--- src/core/flb_pkg.sv ---
// constants shared by the fault-log block formatter and its loop cursor
// assumes one system clock and an active-high asynchronous reset
package flb_pkg;

   // ****************************************
   // block layout
   // ****************************************
   localparam int          FLB_BLOCK_LEN  = 255;
   localparam logic [7:0]  FLB_LAST_IDX   = 8'hfe;
   localparam logic [7:0]  FLB_PTR_IDX    = 8'h00;
   localparam logic [7:0]  FLB_TS_FIRST   = 8'h01;
   localparam logic [7:0]  FLB_TS_LAST    = 8'h06;
   localparam logic [7:0]  FLB_PRE_FIRST  = 8'h07;
   localparam logic [7:0]  FLB_STAT_FIRST = 8'h43;
   localparam logic [7:0]  FLB_PRE_LAST   = 8'h4e;
   localparam logic [7:0]  FLB_LOOP_FIRST = 8'h4f;
   localparam logic [7:0]  FLB_LOOP_LAST  = 8'hed;
   localparam logic [7:0]  FLB_RSV_FIRST  = 8'hee;
   localparam logic [7:0]  FLB_BUS_BASE   = 8'h01;

   // ****************************************
   // cyclic telemetry loop
   // ****************************************
   localparam int          FLB_LOOP_LEN   = 58;
   localparam int          FLB_POS_W      = 6;
   localparam logic [5:0]  FLB_ZERO_POS   = 6'h11;

   // ****************************************
   // timestamp and reset values
   // ****************************************
   localparam int          FLB_TS_W       = 41;
   localparam logic [7:0]  FLB_BYTE_RST   = 8'h00;

   typedef enum logic [2:0] {
      FLB_IDLE  = 3'b001,
      FLB_FETCH = 3'b010,
      FLB_SERVE = 3'b100
   } flb_state_e;

endpackage : flb_pkg

--- src/core/flb_cur_if.sv ---
// carrier between the formatter and its loop cursor
// assumes both ends share clk_sys
`timescale 1ns/1ps
interface flb_cur_if #(parameter int POS_W = 6);
   logic             load;
   logic             step;
   logic [POS_W-1:0] load_pos;
   logic [POS_W-1:0] pos;

   modport ctl (output load, output step, output load_pos, input pos);
   modport cur (input load, input step, input load_pos, output pos);
endinterface : flb_cur_if

--- src/core/flb_cursor.sv ---
// downward cursor over the cyclic telemetry loop
// assumes load and step are never raised together
`timescale 1ns/1ps
module flb_cursor
   import flb_pkg::*;
#(
   parameter int LOOP_LEN = FLB_LOOP_LEN,
   parameter int POS_W    = FLB_POS_W
) (
   input  wire logic clk_sys,
   input  wire logic rst,
   flb_cur_if.cur    cur
);

   // top of the loop; a step below position 0 lands here
   localparam logic [POS_W-1:0] POS_TOP = POS_W'(LOOP_LEN - 1);

   logic [POS_W-1:0] pos_reg;
   logic [POS_W-1:0] pos_next;

   if (LOOP_LEN < 2 || LOOP_LEN > (1 << POS_W)) begin : g_len_check
      $error("flb_cursor: loop length does not fit the position width");
   end

   // ****************************************
   // position update
   // ****************************************
   always_comb begin
      pos_next = pos_reg;
      if (cur.load) begin
         // a pointer beyond the loop would read outside it until it stepped down into range
         pos_next = (cur.load_pos > POS_TOP) ? POS_TOP : cur.load_pos;
      end else if (cur.step) begin
         pos_next = (pos_reg == '0) ? POS_TOP : pos_reg - 1'b1;
      end
   end

   always_ff @(posedge clk_sys or posedge rst) begin
      if (rst) begin
         pos_reg <= '0;
      end else begin
         pos_reg <= pos_next;
      end
   end

   assign cur.pos = pos_reg;

endmodule : flb_cursor

--- src/core/flb_formatter.sv ---
// fault-log block formatter: serves the 255-byte fault record a byte at a time
// assumes the record stores answer their address in the same cycle
// How it works
// - bytes 7 to 78 are the preamble; status bytes sit at 67 to 78.
// - bytes 79 to 237 carry loop telemetry; 238 to 254 are reserved zeros.
// - byte 79 is the loop entry at the captured newest-entry pointer, or at 57 if the pointer lies beyond the loop.
// - each later loop byte is the entry one position below the previous one.
// - the loop has 58 positions, 0 to 57; the region spans about 2.7 passes.
// - the loop holds a temperature pair, then a 12-byte group per channel.
// - positions 14 to 21 are the input group, with position 17 always zero.
// - walking down returns each reading high byte first, after its status.
// - the bus counts bytes from 1, so bus byte n is block byte n minus one.
// - the record is a read-only 255-byte block, returned a byte at a time.
// - byte 0 is the pointer, bytes 1 to 6 the 41-bit stamp, low first.
`timescale 1ns/1ps
module flb_formatter
   import flb_pkg::*;
#(
   parameter int LOOP_LEN = FLB_LOOP_LEN
) (
   input  wire logic                clk_sys,
   input  wire logic                rst,
   input  wire logic                rd_start,
   input  wire logic                rd_next,
   output logic [7:0]               rd_data,
   output logic                     rd_valid,
   output logic                     rd_last,
   output logic [7:0]               bus_byte_num,
   input  wire logic [FLB_POS_W-1:0] newest_pos,
   input  wire logic [FLB_TS_W-1:0] shared_timestamp,
   output logic [6:0]               pre_addr,
   input  wire logic [7:0]          pre_data,
   output logic [FLB_POS_W-1:0]     loop_addr,
   input  wire logic [7:0]          loop_data
);

   // the zero-slot decode below is tied to the stored layout
   if (LOOP_LEN != FLB_LOOP_LEN) begin : g_len_check
      $error("flb_formatter: loop length must match the stored layout");
   end

   // ****************************************
   // state
   // ****************************************
   // stamp kept 48 bits wide so byte 6 reads as bit 40 over zero padding
   flb_state_e              state_reg,  state_next;
   logic [7:0]              idx_reg,    idx_next;
   logic [FLB_POS_W-1:0]    ptr_reg,    ptr_next;
   logic [47:0]             ts_reg,     ts_next;
   logic [7:0]              data_reg,   data_next;
   logic [7:0]              byte_sel;

   flb_cur_if #(.POS_W(FLB_POS_W)) cur_if ();

   flb_cursor #(.LOOP_LEN(LOOP_LEN), .POS_W(FLB_POS_W)) flb_cursor_inst (
      .clk_sys (clk_sys),
      .rst     (rst),
      .cur     (cur_if.cur)
   );

   // ****************************************
   // byte selection
   // ****************************************
   always_comb begin
      byte_sel = FLB_BYTE_RST;
      if (idx_reg == FLB_PTR_IDX) begin
         byte_sel = {2'h0, ptr_reg};
      end else if (idx_reg <= FLB_TS_LAST) begin
         byte_sel = ts_reg[{idx_reg[2:0] - 3'h1, 3'h0} +: 8];
      end else if (idx_reg <= FLB_PRE_LAST) begin
         byte_sel = pre_data;
      end else if (idx_reg <= FLB_LOOP_LAST) begin
         // the store is laid out by position; only the spare slot is forced
         byte_sel = (cur_if.pos == FLB_ZERO_POS) ? 8'h00
                                                 : loop_data;
      end else begin
         byte_sel = FLB_BYTE_RST;
      end
   end

   // ****************************************
   // sequencing
   // ****************************************
   always_comb begin
      // a fetch cycle per byte lets the stores answer registered addresses;
      // the price is one idle cycle between bytes
      state_next      = state_reg;
      idx_next        = idx_reg;
      ptr_next        = ptr_reg;
      ts_next         = ts_reg;
      data_next       = data_reg;
      cur_if.load     = 1'b0;
      cur_if.step     = 1'b0;
      cur_if.load_pos = newest_pos;
      if (rd_start) begin
         // a new start abandons any read in progress
         state_next  = FLB_FETCH;
         idx_next    = FLB_PTR_IDX;
         ptr_next    = newest_pos;
         ts_next     = {7'h00, shared_timestamp};
         cur_if.load = 1'b1;
      end else begin
         unique case (state_reg)
            FLB_IDLE: begin
               state_next = FLB_IDLE;
            end
            FLB_FETCH: begin
               data_next  = byte_sel;
               state_next = FLB_SERVE;
            end
            FLB_SERVE: begin
               if (rd_next) begin
                  if (idx_reg == FLB_LAST_IDX) begin
                     state_next = FLB_IDLE;
                  end else begin
                     idx_next   = idx_reg + 8'h01;
                     state_next = FLB_FETCH;
                     // downward walk gives high byte before low byte
                     cur_if.step = (idx_reg >= FLB_LOOP_FIRST);
                  end
               end
            end
            default: begin
               state_next = FLB_IDLE;
            end
         endcase
      end
   end

   always_ff @(posedge clk_sys or posedge rst) begin
      if (rst) begin
         state_reg <= FLB_IDLE;
         idx_reg   <= 8'h00;
         ptr_reg   <= '0;
         ts_reg    <= 48'h0;
         data_reg  <= FLB_BYTE_RST;
      end else begin
         state_reg <= state_next;
         idx_reg   <= idx_next;
         ptr_reg   <= ptr_next;
         ts_reg    <= ts_next;
         data_reg  <= data_next;
      end
   end

   // ****************************************
   // outputs
   // ****************************************
   assign rd_data      = data_reg;
   assign rd_valid     = (state_reg == FLB_SERVE);
   assign rd_last      = rd_valid && (idx_reg == FLB_LAST_IDX);
   assign bus_byte_num = idx_reg + FLB_BUS_BASE;
   assign pre_addr     = idx_reg[6:0];
   assign loop_addr    = cur_if.pos;
endmodule : flb_formatter

--- config.mk ---
export PLATFORM = sky130hd
export DESIGN_NAME = flb_formatter
export DESIGN_NICKNAME = d
export VERILOG_FILES = /design/src/core/flb_pkg.sv /design/src/core/flb_cur_if.sv /design/src/core/flb_cursor.sv /design/src/core/flb_formatter.sv
export SDC_FILE = /design/constraint.sdc
export NUM_CORES = 1
export LEC_CHECK = 0
export BUFFER_PORTS_ARGS = -buffer_cell sky130_fd_sc_hd__buf_4
export CAP_MARGIN = 10
export CORE_MARGIN = 1
export CORE_UTILIZATION = 53
export DETAILED_ROUTE_END_ITERATION = 8
export PLACE_DENSITY = 0.83
export REMOVE_ABC_BUFFERS = 1
export SYNTH_ARGS = -nofsm -noshare
export SYNTH_HDL_FRONTEND = slang
export SYNTH_SLANG_ARGS = --single-unit
--- constraint.sdc ---
create_clock -name clk_sys -period 3.2 [get_ports clk_sys]
set_input_delay 0.16 -clock clk_sys [delete_from_list [all_inputs] [get_ports clk_sys]]
set_output_delay 0.16 -clock clk_sys [all_outputs]
set_load 0.05 [all_outputs]
==> results of run 1 <==
==> area by class of cell <==
type | instances | share of cell area [%]
multi-input combinational | 215 | 38.8
inverter | 11 | 0.875
sequential | 72 | 38.2
timing repair buffer | 101 | 16.1
tap | 96 | 2.55
clock inverter | 6 | 0.769
clock buffer | 10 | 2.70
==> metrics by stage <==
step / TNS [ns] / instance area (sq um) / setup WS [ns] / util (%) / hold WS (ns)
2_1_floorplan: -2.04 / 3680 / -0.504 / - / 0.193
3_3_place_gp: 0 / 4550 / 0.861 / 65.9 / 0.393
3_5_place_dp: 0 / 4550 / 0.767 / 65.9 / 0.397
4_1_cts: 0 / 4720 / 0.760 / 68.3 / 0.0304
5_1_grt: 0 / 4720 / 0.636 / 68.3 / 0.0228
6_report: 0 / 4720 / 0.762 / 68.3 / 0.0386
==> worst register-to-register path, stage by stage (launching register included) <==
cell,delay [ns]
dfrtp_1,0.50
inv_1,0.14
ha_1,0.55
mux4_2,0.56
a221o_1,0.32
a32o_1,0.26
==> power by group through the flow <==
stage,Clock (mW),Combinational (mW),Sequential [mW]
global placement,0,0.430,1.08
global route,0.677,0.471,1.08
CTS,0.626,0.441,1.06
floorplan,0,0.176,1.16
detailed placement,0,0.440,1.08
finish,0.619,0.438,1.07
==> per-layer routing <==
layer | routed length, um | global-route usage (%) | share of wire, % | up-vias
met5 | 0 | 0 | 0 | -
met4 | 183 | 9.09 | 2.1 | 0
met3 | 611 | 7.77 | 7.0 | 18
met2 | 4100 | 39.3 | 47 | 97
met1 | 3800 | 33.2 | 44 | 1446
li1 | - | - | - | 1366
==> synth_stat cells (all sizes together) (3+ instances only) <==
library cell	count	area, sq um
a221o	9	90.1
xor2	5	43.8
inv	11	41.3
and3	8	60.1
a21oi	11	55.1
nand3	10	50.1
mux2	44	495
buf	21	135
a21o	3	22.5
nor2	19	73.8
clkbuf	6	22.5
dfrtp	71	1780
o22ai	4	25.0
a221oi	6	58.8
ha	8	100
xnor2	9	86.3
a32o	3	30.0
mux4	8	180
mux2i	3	30.0
nand2	16	60.1
nor3	7	35.0
o21ai	9	45.0
==> path summary, 6_finish.rpt <==
path                                startpoint          to  cells after the start
max in group asynchronous                  rst  ts_reg[30]                      3
min                        shared_timestamp[7]   ts_reg[7]                      2
min in group asynchronous                  rst  ts_reg[17]                      2
max reg2reg                         idx_reg[1]  rd_data[7]                      5
min reg2reg                         ts_reg[22]  ts_reg[22]                      1
max                                 idx_reg[1]  rd_data[7]                      5
==> logic make-up (layout without fill, tap and decap cells) <==
group / count (synthesis) / after routing
buf+inv: 38 / 128
mux: 55 / 55
compound gates: 64 / 64
fa+ha+maj: 8 / 8
flops: 72 / 72
xor+xnor: 14 / 14
simple gates: 74 / 74
==> reports/metrics.yaml, run 1 <==
synth-seq-cells: 72
cts_resized: 0
hold_viol: 0
final_cell_mix: "buf_4 (101), dfrtp_1 (71), mux2_2 (44)"
ff_latch_area_sq_um: 1800
fin_crit_ns: 2.44
area_growth_pct: 23.1
grt_use_total_pct: 25.1
setup_viol: 0
finalPower_mw: 2.12
critPathArrivalTime_ns: 2.68
worst_ep_required_time_ns: 3.44
pwr-share-comb_pct: 20.7
multi_input_area_sq_um: 1830
outcome: "finished clean"
grt_pass1_vias: 2927
dieArea_sq_um: 7580
die_w_um: 87.1
crit_path_max_incr_delay_ns: 0.56
core_sq_um: 6910
n_antenna_cell: 0
final_common_cell: "buf_4"
worstSetupPathType: "reg -> reg"
place_congestion: 0.803
postCtsSetupRepairBufs: 0
initial_core_util_pct: 55.5
clk_pin_slew_ns: 0.08
netlist_area_sq_um: 3830
cts.sinks: 72
ys_warn_count: 0
synth_compound_area_share_pct: 13.5
crit_path_start_kind: "register"
dr.pass1.iters: 4
yosysUniqueCellTypes: 58
antenna_found_initial: 0
min_path_type: "in -> reg"
avgSynthCellArea_sq_um: 11.8
dp_hpwl_mm: 6.33
p_per_area_nw_per_um2: 450
clkPwrFrac_pct: 29.2
r2r_setup_slack_ns: 0.76
path_max_fanout: 9
final_cell_count_no_fill: 511
worst-path-buf-inv: 1
ys.flop_type: "dfrtp_1"
drv_slew: 0
cts_buffer_depth: 2
synth-edff-count: 0
cts_root_buf: "clkbuf_8"
max_freq_mhz: 410
synthMuxAreaShare_pct: 18.4
grt_pass1_wl_mm: 14.3
finClkSkew_ns: 0.0107
drive_above_1_share_pct: 43.6
vias: 2927
switching_share_pct: 30.3
grt_remaining_overflow: 0
wl_per_cell_um: 17.0
grt_max_degree: 74
clock_latency_ns: 0.35
drtIter0Drc: 194
cts_buffers: 9
syn_inst: 325
yosys.area_share.xor_xnor_pct: 3.39
numPortBuffers: 97
p_leak_nw: 2.11
place_inst: 495
power_switching_mw: 0.643
critical_path.top_delay_family: "compound AO/OA/AOI/OAI gates"
synth_adder_area_share_pct: 2.61
maxCapViolations: 0
nFillCells: 570
worst_path_max_delay_cell: "mux4_2"
die_height_um: 87.1
synth_top_family_by_area: "multiplexers"
largest_reg_flops: 41
worst_slew_pin_slew_ns: 1.07
sequentialPowerShare_pct: 50.2
slew_headroom_pct: 28.8
drc_errors: 0
ant_nets: 0
vias_per_cell: 5.73
setup.worst_path.end_class: "register"
cts_tree: "built"
rsz0062_at_grt: "no"
hold_buffers: 0
internal_power_mw: 1.48
synthArstFlopShare_pct: 100
io_pins: 98
htree_levels: 3
timing.final.crit_share_pct: 76.2
worstPathCellList: "inv_1 > ha_1 > mux4_2 > a221o_1 > a32o_1"
ir_worst_vdd_mv: 0.327
ys_seq_area_share_pct: 47.0
synth-simple-area-share_pct: 9.89
nets: 485
totalWireLength_mm: 8.70
placementRows: 30
Note: power is estimated with default switching activity, not from simulation.
==> run 2: changes to the inputs <==
==> constraint.sdc (replaced) <==
create_clock -name clk_sys -period 2.28 [get_ports clk_sys]
set_input_delay 0.114 -clock clk_sys [delete_from_list [all_inputs] [get_ports clk_sys]]
set_output_delay 0.114 -clock clk_sys [all_outputs]
set_load 0.05 [all_outputs]
==> reports/metrics.yaml, run 2 (synthesized netlist as in run 1, its figures left out) <==
slew_headroom_pct: 59.9
wl_per_cell_um: 17.7
min-delay-start: "newest_pos[5]"
io_pins: 98
cts_tree: "built"
final_common_cell: "buf_4"
drtIter0Drc: 202
ff_latch_area_sq_um: 1800
p_leak_nw: 2.30
sequentialPowerShare_pct: 45.0
area_growth_pct: 33.7
setup.worst_path.end_class: "register"
worstSetupPathType: "reg -> reg"
maxCapViolations: 0
drc_errors: 0
grt_use_total_pct: 27.2
internal_power_mw: 2.40
totalWireLength_mm: 9.65
antenna_found_initial: 0
place_congestion: 0.852
finalWorstSetupSlack_ns: 0.143
reg2reg_from: "idx_reg[0]"
dp_slack_ns: 0.145
min_path_type: "in -> reg"
worstPathCellList: "inv_1 > ha_1 > mux4_2 > a221o_1 > a32o_1"
crit_path_max_incr_delay_ns: 0.55
nets: 520
grt_pass1_vias: 3112
dieArea_sq_um: 7580
critPathArrivalTime_ns: 2.37
largest_reg_flops: 41
clkPwrFrac_pct: 34.9
htree_levels: 3
fin_crit_ns: 2.14
postCtsSetupRepairBufs: 0
n_antenna_cell: 0
switching_share_pct: 27.8
drv_slew: 0
grt_pass1_wl_mm: 15.3
crit_start: "idx_reg[0]"
dr.pass1.iters: 4
clock_latency_ns: 0.35
numPortBuffers: 97
crit_path_start_kind: "register"
final_cell_mix: "buf_4 (109), dfrtp_1 (71), mux2_2 (44)"
cts.sinks: 72
dp_hpwl_mm: 6.70
drive_above_1_share_pct: 42.2
timing.final.crit_share_pct: 93.7
die_height_um: 87.1
r2r_setup_slack_ns: 0.14
finClkSkew_ns: 0.00745
grt_max_degree: 51
max_freq_mhz: 468
cts_root_buf: "clkbuf_8"
worst_path_max_delay_cell: "mux4_2"
path_max_fanout: 6
vias: 3079
vias_per_cell: 5.64
outcome: "finished clean"
cts_buffers: 9
post-route-util_pct: 74.2
initial_core_util_pct: 55.5
ir_worst_vdd_mv: 0.658
grt_remaining_overflow: 0
nFillCells: 481
multi_input_area_sq_um: 1830
power_switching_mw: 0.925
pwr-share-comb_pct: 20.1
setup_viol: 0
core_sq_um: 6910
hold_viol: 0
clk_pin_slew_ns: 0.08
cts_buffer_depth: 2
worst_slew_pin_slew_ns: 0.601
die_w_um: 87.1
worst_ep_required_time_ns: 2.51
p_per_area_nw_per_um2: 649
placementRows: 30
rsz0062_at_grt: "no"
ant_nets: 0
run 2: cell types whose count changed in the layout (fill, tap and decap cells not counted), sizes merged:
cell | previous run | this run
clkbuf | 10 | 12
bufinv | 0 | 2
dlygate4sd3 | 0 | 26
buf | 101 | 110
clkinv | 5 | 1
run 2: path summary, 6_finish.rpt:
path,to,cells past startpoint
max in group asynchronous,state_reg[0],4
hold / removal,flb_cursor_inst.cur.pos[5],3
setup / recovery,rd_data[7],5
hold reg to reg,ts_reg[11],1
min in group asynchronous,ptr_reg[1],3
setup reg to reg,rd_data[7],5
run 2: area by class of cell:
class | count | area share [%]
Tap cell | 96 | 2.34
Clock buffer | 12 | 3.03
Inverter | 11 | 0.805
Timing Repair Buffer | 136 | 21.4
Multi-Input combinational cell | 215 | 35.7
Clock inverter | 4 | 1.49
Sequential cell | 72 | 35.2
run 2: power groups by stage:
stage	clock, mW	sequential, mW	combinational [mW]
after CTS	1.18	1.49	0.666
final	1.16	1.50	0.670
after detailed placement	0	1.52	0.629
after floorplan	0	1.63	0.247
after global placement	0	1.51	0.607
after global routing	1.22	1.51	0.714
run 2: worst max-delay path, delay by kind of cell, from the launching register on:
family | cells | cell delay, ns
mux | 1 | 0.55
fa+ha+maj | 1 | 0.47
buf+inv | 1 | 0.10
compound gates | 2 | 0.56
flops | 1 | 0.35
run 2: per-layer routing:
| layer | track usage [%] | part of all wire, % |
|---|---|---|
| met1 | 35.8 | 43 |
| met2 | 43.2 | 48 |
| met3 | 5.40 | 6.0 |
| met4 | 13.5 | 2.7 |
| met5 | 0 | 0 |
run 2: what timing repair did:
action | in CTS | in global routing
endpoints found under the hold margin | 36 | 1
hold buffers | 25 | 1
setup endpoints to repair | 0 | 0
gates resized for setup | 0 | 0
run 2: metrics by stage:
stage	std cells	hold WS [ns]	total power [mW]	cell area [sq um]	setup TNS, ns
final	546	0.00942	3.33	5130	0
after global routing	546	0.00569	3.45	5130	0
after CTS	545	0.0000856	3.34	5120	0
after detailed placement	504	0.102	2.14	4630	0
after global placement	504	0.0956	2.12	4630	0
after floorplan	298	0.147	1.87	3680	-17.55
==> run 3: changes to the inputs <==
--- a/config.mk
+++ b/config.mk
@@ -11,7 +11,7 @@
 export CORE_UTILIZATION = 53
 export DETAILED_ROUTE_END_ITERATION = 8
 export PLACE_DENSITY = 0.83
-export REMOVE_ABC_BUFFERS = 1
+export RECOVER_POWER = 100
 export SYNTH_ARGS = -nofsm -noshare
 export SYNTH_HDL_FRONTEND = slang
 export SYNTH_SLANG_ARGS = --single-unit
==> reports/metrics.yaml, run 3 (synthesized netlist as in run 1, its figures left out) <==
violations: "capacitance limit, slew limit"
ir_worst_vdd_mv: 0.511
finClkSkew_ns: 0.00807
wl_per_cell_um: 18.1
placementRows: 30
setup_viol: 0
worst_slew_pin_slew_ns: 1.57
ant_nets: 0
post-route-util_pct: 74.8
drive_above_1_share_pct: 35.8
min_path_type: "in -> reg"
die_w_um: 87.1
vias: 3195
ff_latch_area_sq_um: 1800
worstSetupPathType: "reg -> reg"
p_per_area_nw_per_um2: 623
n_antenna_cell: 0
cts_tree: "built"
hold_depth: 2
dieArea_sq_um: 7580
crit_path_max_incr_delay_ns: 0.42
nFillCells: 501
dp_slack_ns: 0.127
grt_max_degree: 73
dr.pass1.iters: 4
antenna_found_initial: 0
nets: 535
dp_hpwl_mm: 6.57
cts_root_buf: "clkbuf_8"
cts.sinks: 72
numPortBuffers: 97
grt_pass1_vias: 3324
final_cell_mix: "dfrtp_1 (71), buf_4 (70), mux2_2 (43)"
totalWireLength_mm: 10.1
maxCapViolations: 1
rsz0062_at_grt: "no"
critPathArrivalTime_ns: 2.44
core_sq_um: 6910
drv_slew: 73
place_congestion: 0.887
crit_path_start_kind: "register"
finalWorstSetupSlack_ns: 0.0931
initial_core_util_pct: 55.5
max_freq_mhz: 457
multi_input_area_sq_um: 1870
io_pins: 98
final_common_cell: "dfrtp_1"
cts_buffer_depth: 2
outcome: "complete, but fails checks"
drtIter0Drc: 232
worstPathCellList: "clkinvlp_4 > ha_1 > nor2_1 > a31o_2 > a211oi_2 > clkbuf_2 > a221o_1 > a32o_1"
worst_path_max_delay_cell: "dfrtp_1"
hold_viol: 0
htree_levels: 3
grt_use_total_pct: 28.7
drc_errors: 0
cts_buffers: 9
p_leak_nw: 2.24
syn_nets: 400
path_max_fanout: 6
fin_crit_ns: 2.19
slew_headroom_pct: -4.75
reg2reg_depth: 8
die_height_um: 87.1
final_cell_count_no_fill: 560
vias_per_cell: 5.71
area_growth_pct: 34.8
grt_pass1_wl_mm: 16.2
grt_remaining_overflow: 0
postCtsSetupRepairBufs: 0
largest_reg_flops: 41
worst_ep_required_time_ns: 2.53
setup.worst_path.end_class: "register"
clk_pin_slew_ns: 0.08
place_inst: 503
clock_latency_ns: 0.36
timing.final.crit_share_pct: 95.9
[run 3: cell types whose count changed in the layout (fill, tap and decap cells not counted), moves of 2 or more]
cell,change
clkbuf_1,+23
clkbuf_2,+8
clkbuf_4,+4
buf_4,-39
buf_2,+2
o21ai_1,-2
clkinvlp_4,+2
dlygate4sd3_1,+16
o21ai_0,+2
[run 3: report_power, final]
group,switching [mW],internal [mW]
logic,0.355,0.294
clock network,0.508,0.561
registers,0.0957,1.40
[run 3: repair_timing]
| action | 4_1_cts | 5_1_grt |
|---|---|---|
| resized for setup | 0 | 3 |
| hold endpoints to repair | 108 | 4 |
| hold buffers | 38 | 4 |
| endpoints found under the setup margin | 0 | 5 |
[run 3: path summary, 6_finish.rpt]
check	startpoint	to	slack [ns]
worst max register to register	idx_reg[0]	rd_data[1]	0.09
max in group asynchronous	rst	idx_reg[7]	0.49
worst min register to register	ts_reg[21]	ts_reg[21]	0.51
worst max-delay path	idx_reg[0]	rd_data[1]	0.09
worst min-delay path	shared_timestamp[30]	ts_reg[30]	0.00002
min in group asynchronous	rst	rd_data[4]	0.87
[run 3: area by class of cell]
class / instances / area share, %
clock inverters: 4 / 1.04
flip-flops and latches: 72 / 34.9
repair buffers: 151 / 21.8
well taps: 96 / 2.32
inverters: 11 / 0.872
multi-input cells: 215 / 36.1
clock buffers: 11 / 2.93
[run 3: worst max-delay path: cells and delay by family, from the launching register on]
family,cells,cell delay [ns]
buffers and inverters,2,0.37
AND/OR/NAND/NOR,1,0.17
AO/OA/AOI/OAI,4,0.80
adder cells (fa/ha/maj),1,0.32
flip-flops,1,0.42
[run 3: stage by stage]
stage	setup TNS (ns)	hold WS [ns]	instance area (sq um)	total power, mW
2_1_floorplan	-2.09	0.244	3890	1.90
3_3_place_gp	0	0.227	4660	2.12
3_5_place_dp	0	0.232	4660	2.14
4_1_cts	0	0.0000677	5250	3.23
5_1_grt	0	-0.00322	5170	3.35
6_report	0	0.0000246	5170	3.22
[run 3: routing by layer]
| layer | part of all wire (%) | vias up | GRT usage, % |
|---|---|---|---|
| li1 | - | 1467 | - |
| met2 | 52 | 142 | 50.3 |
| met4 | 2.1 | 0 | 10.3 |
| met5 | 0 | - | 0 |
| met1 | 40 | 1565 | 34.1 |
| met3 | 6.2 | 21 | 7.49 |
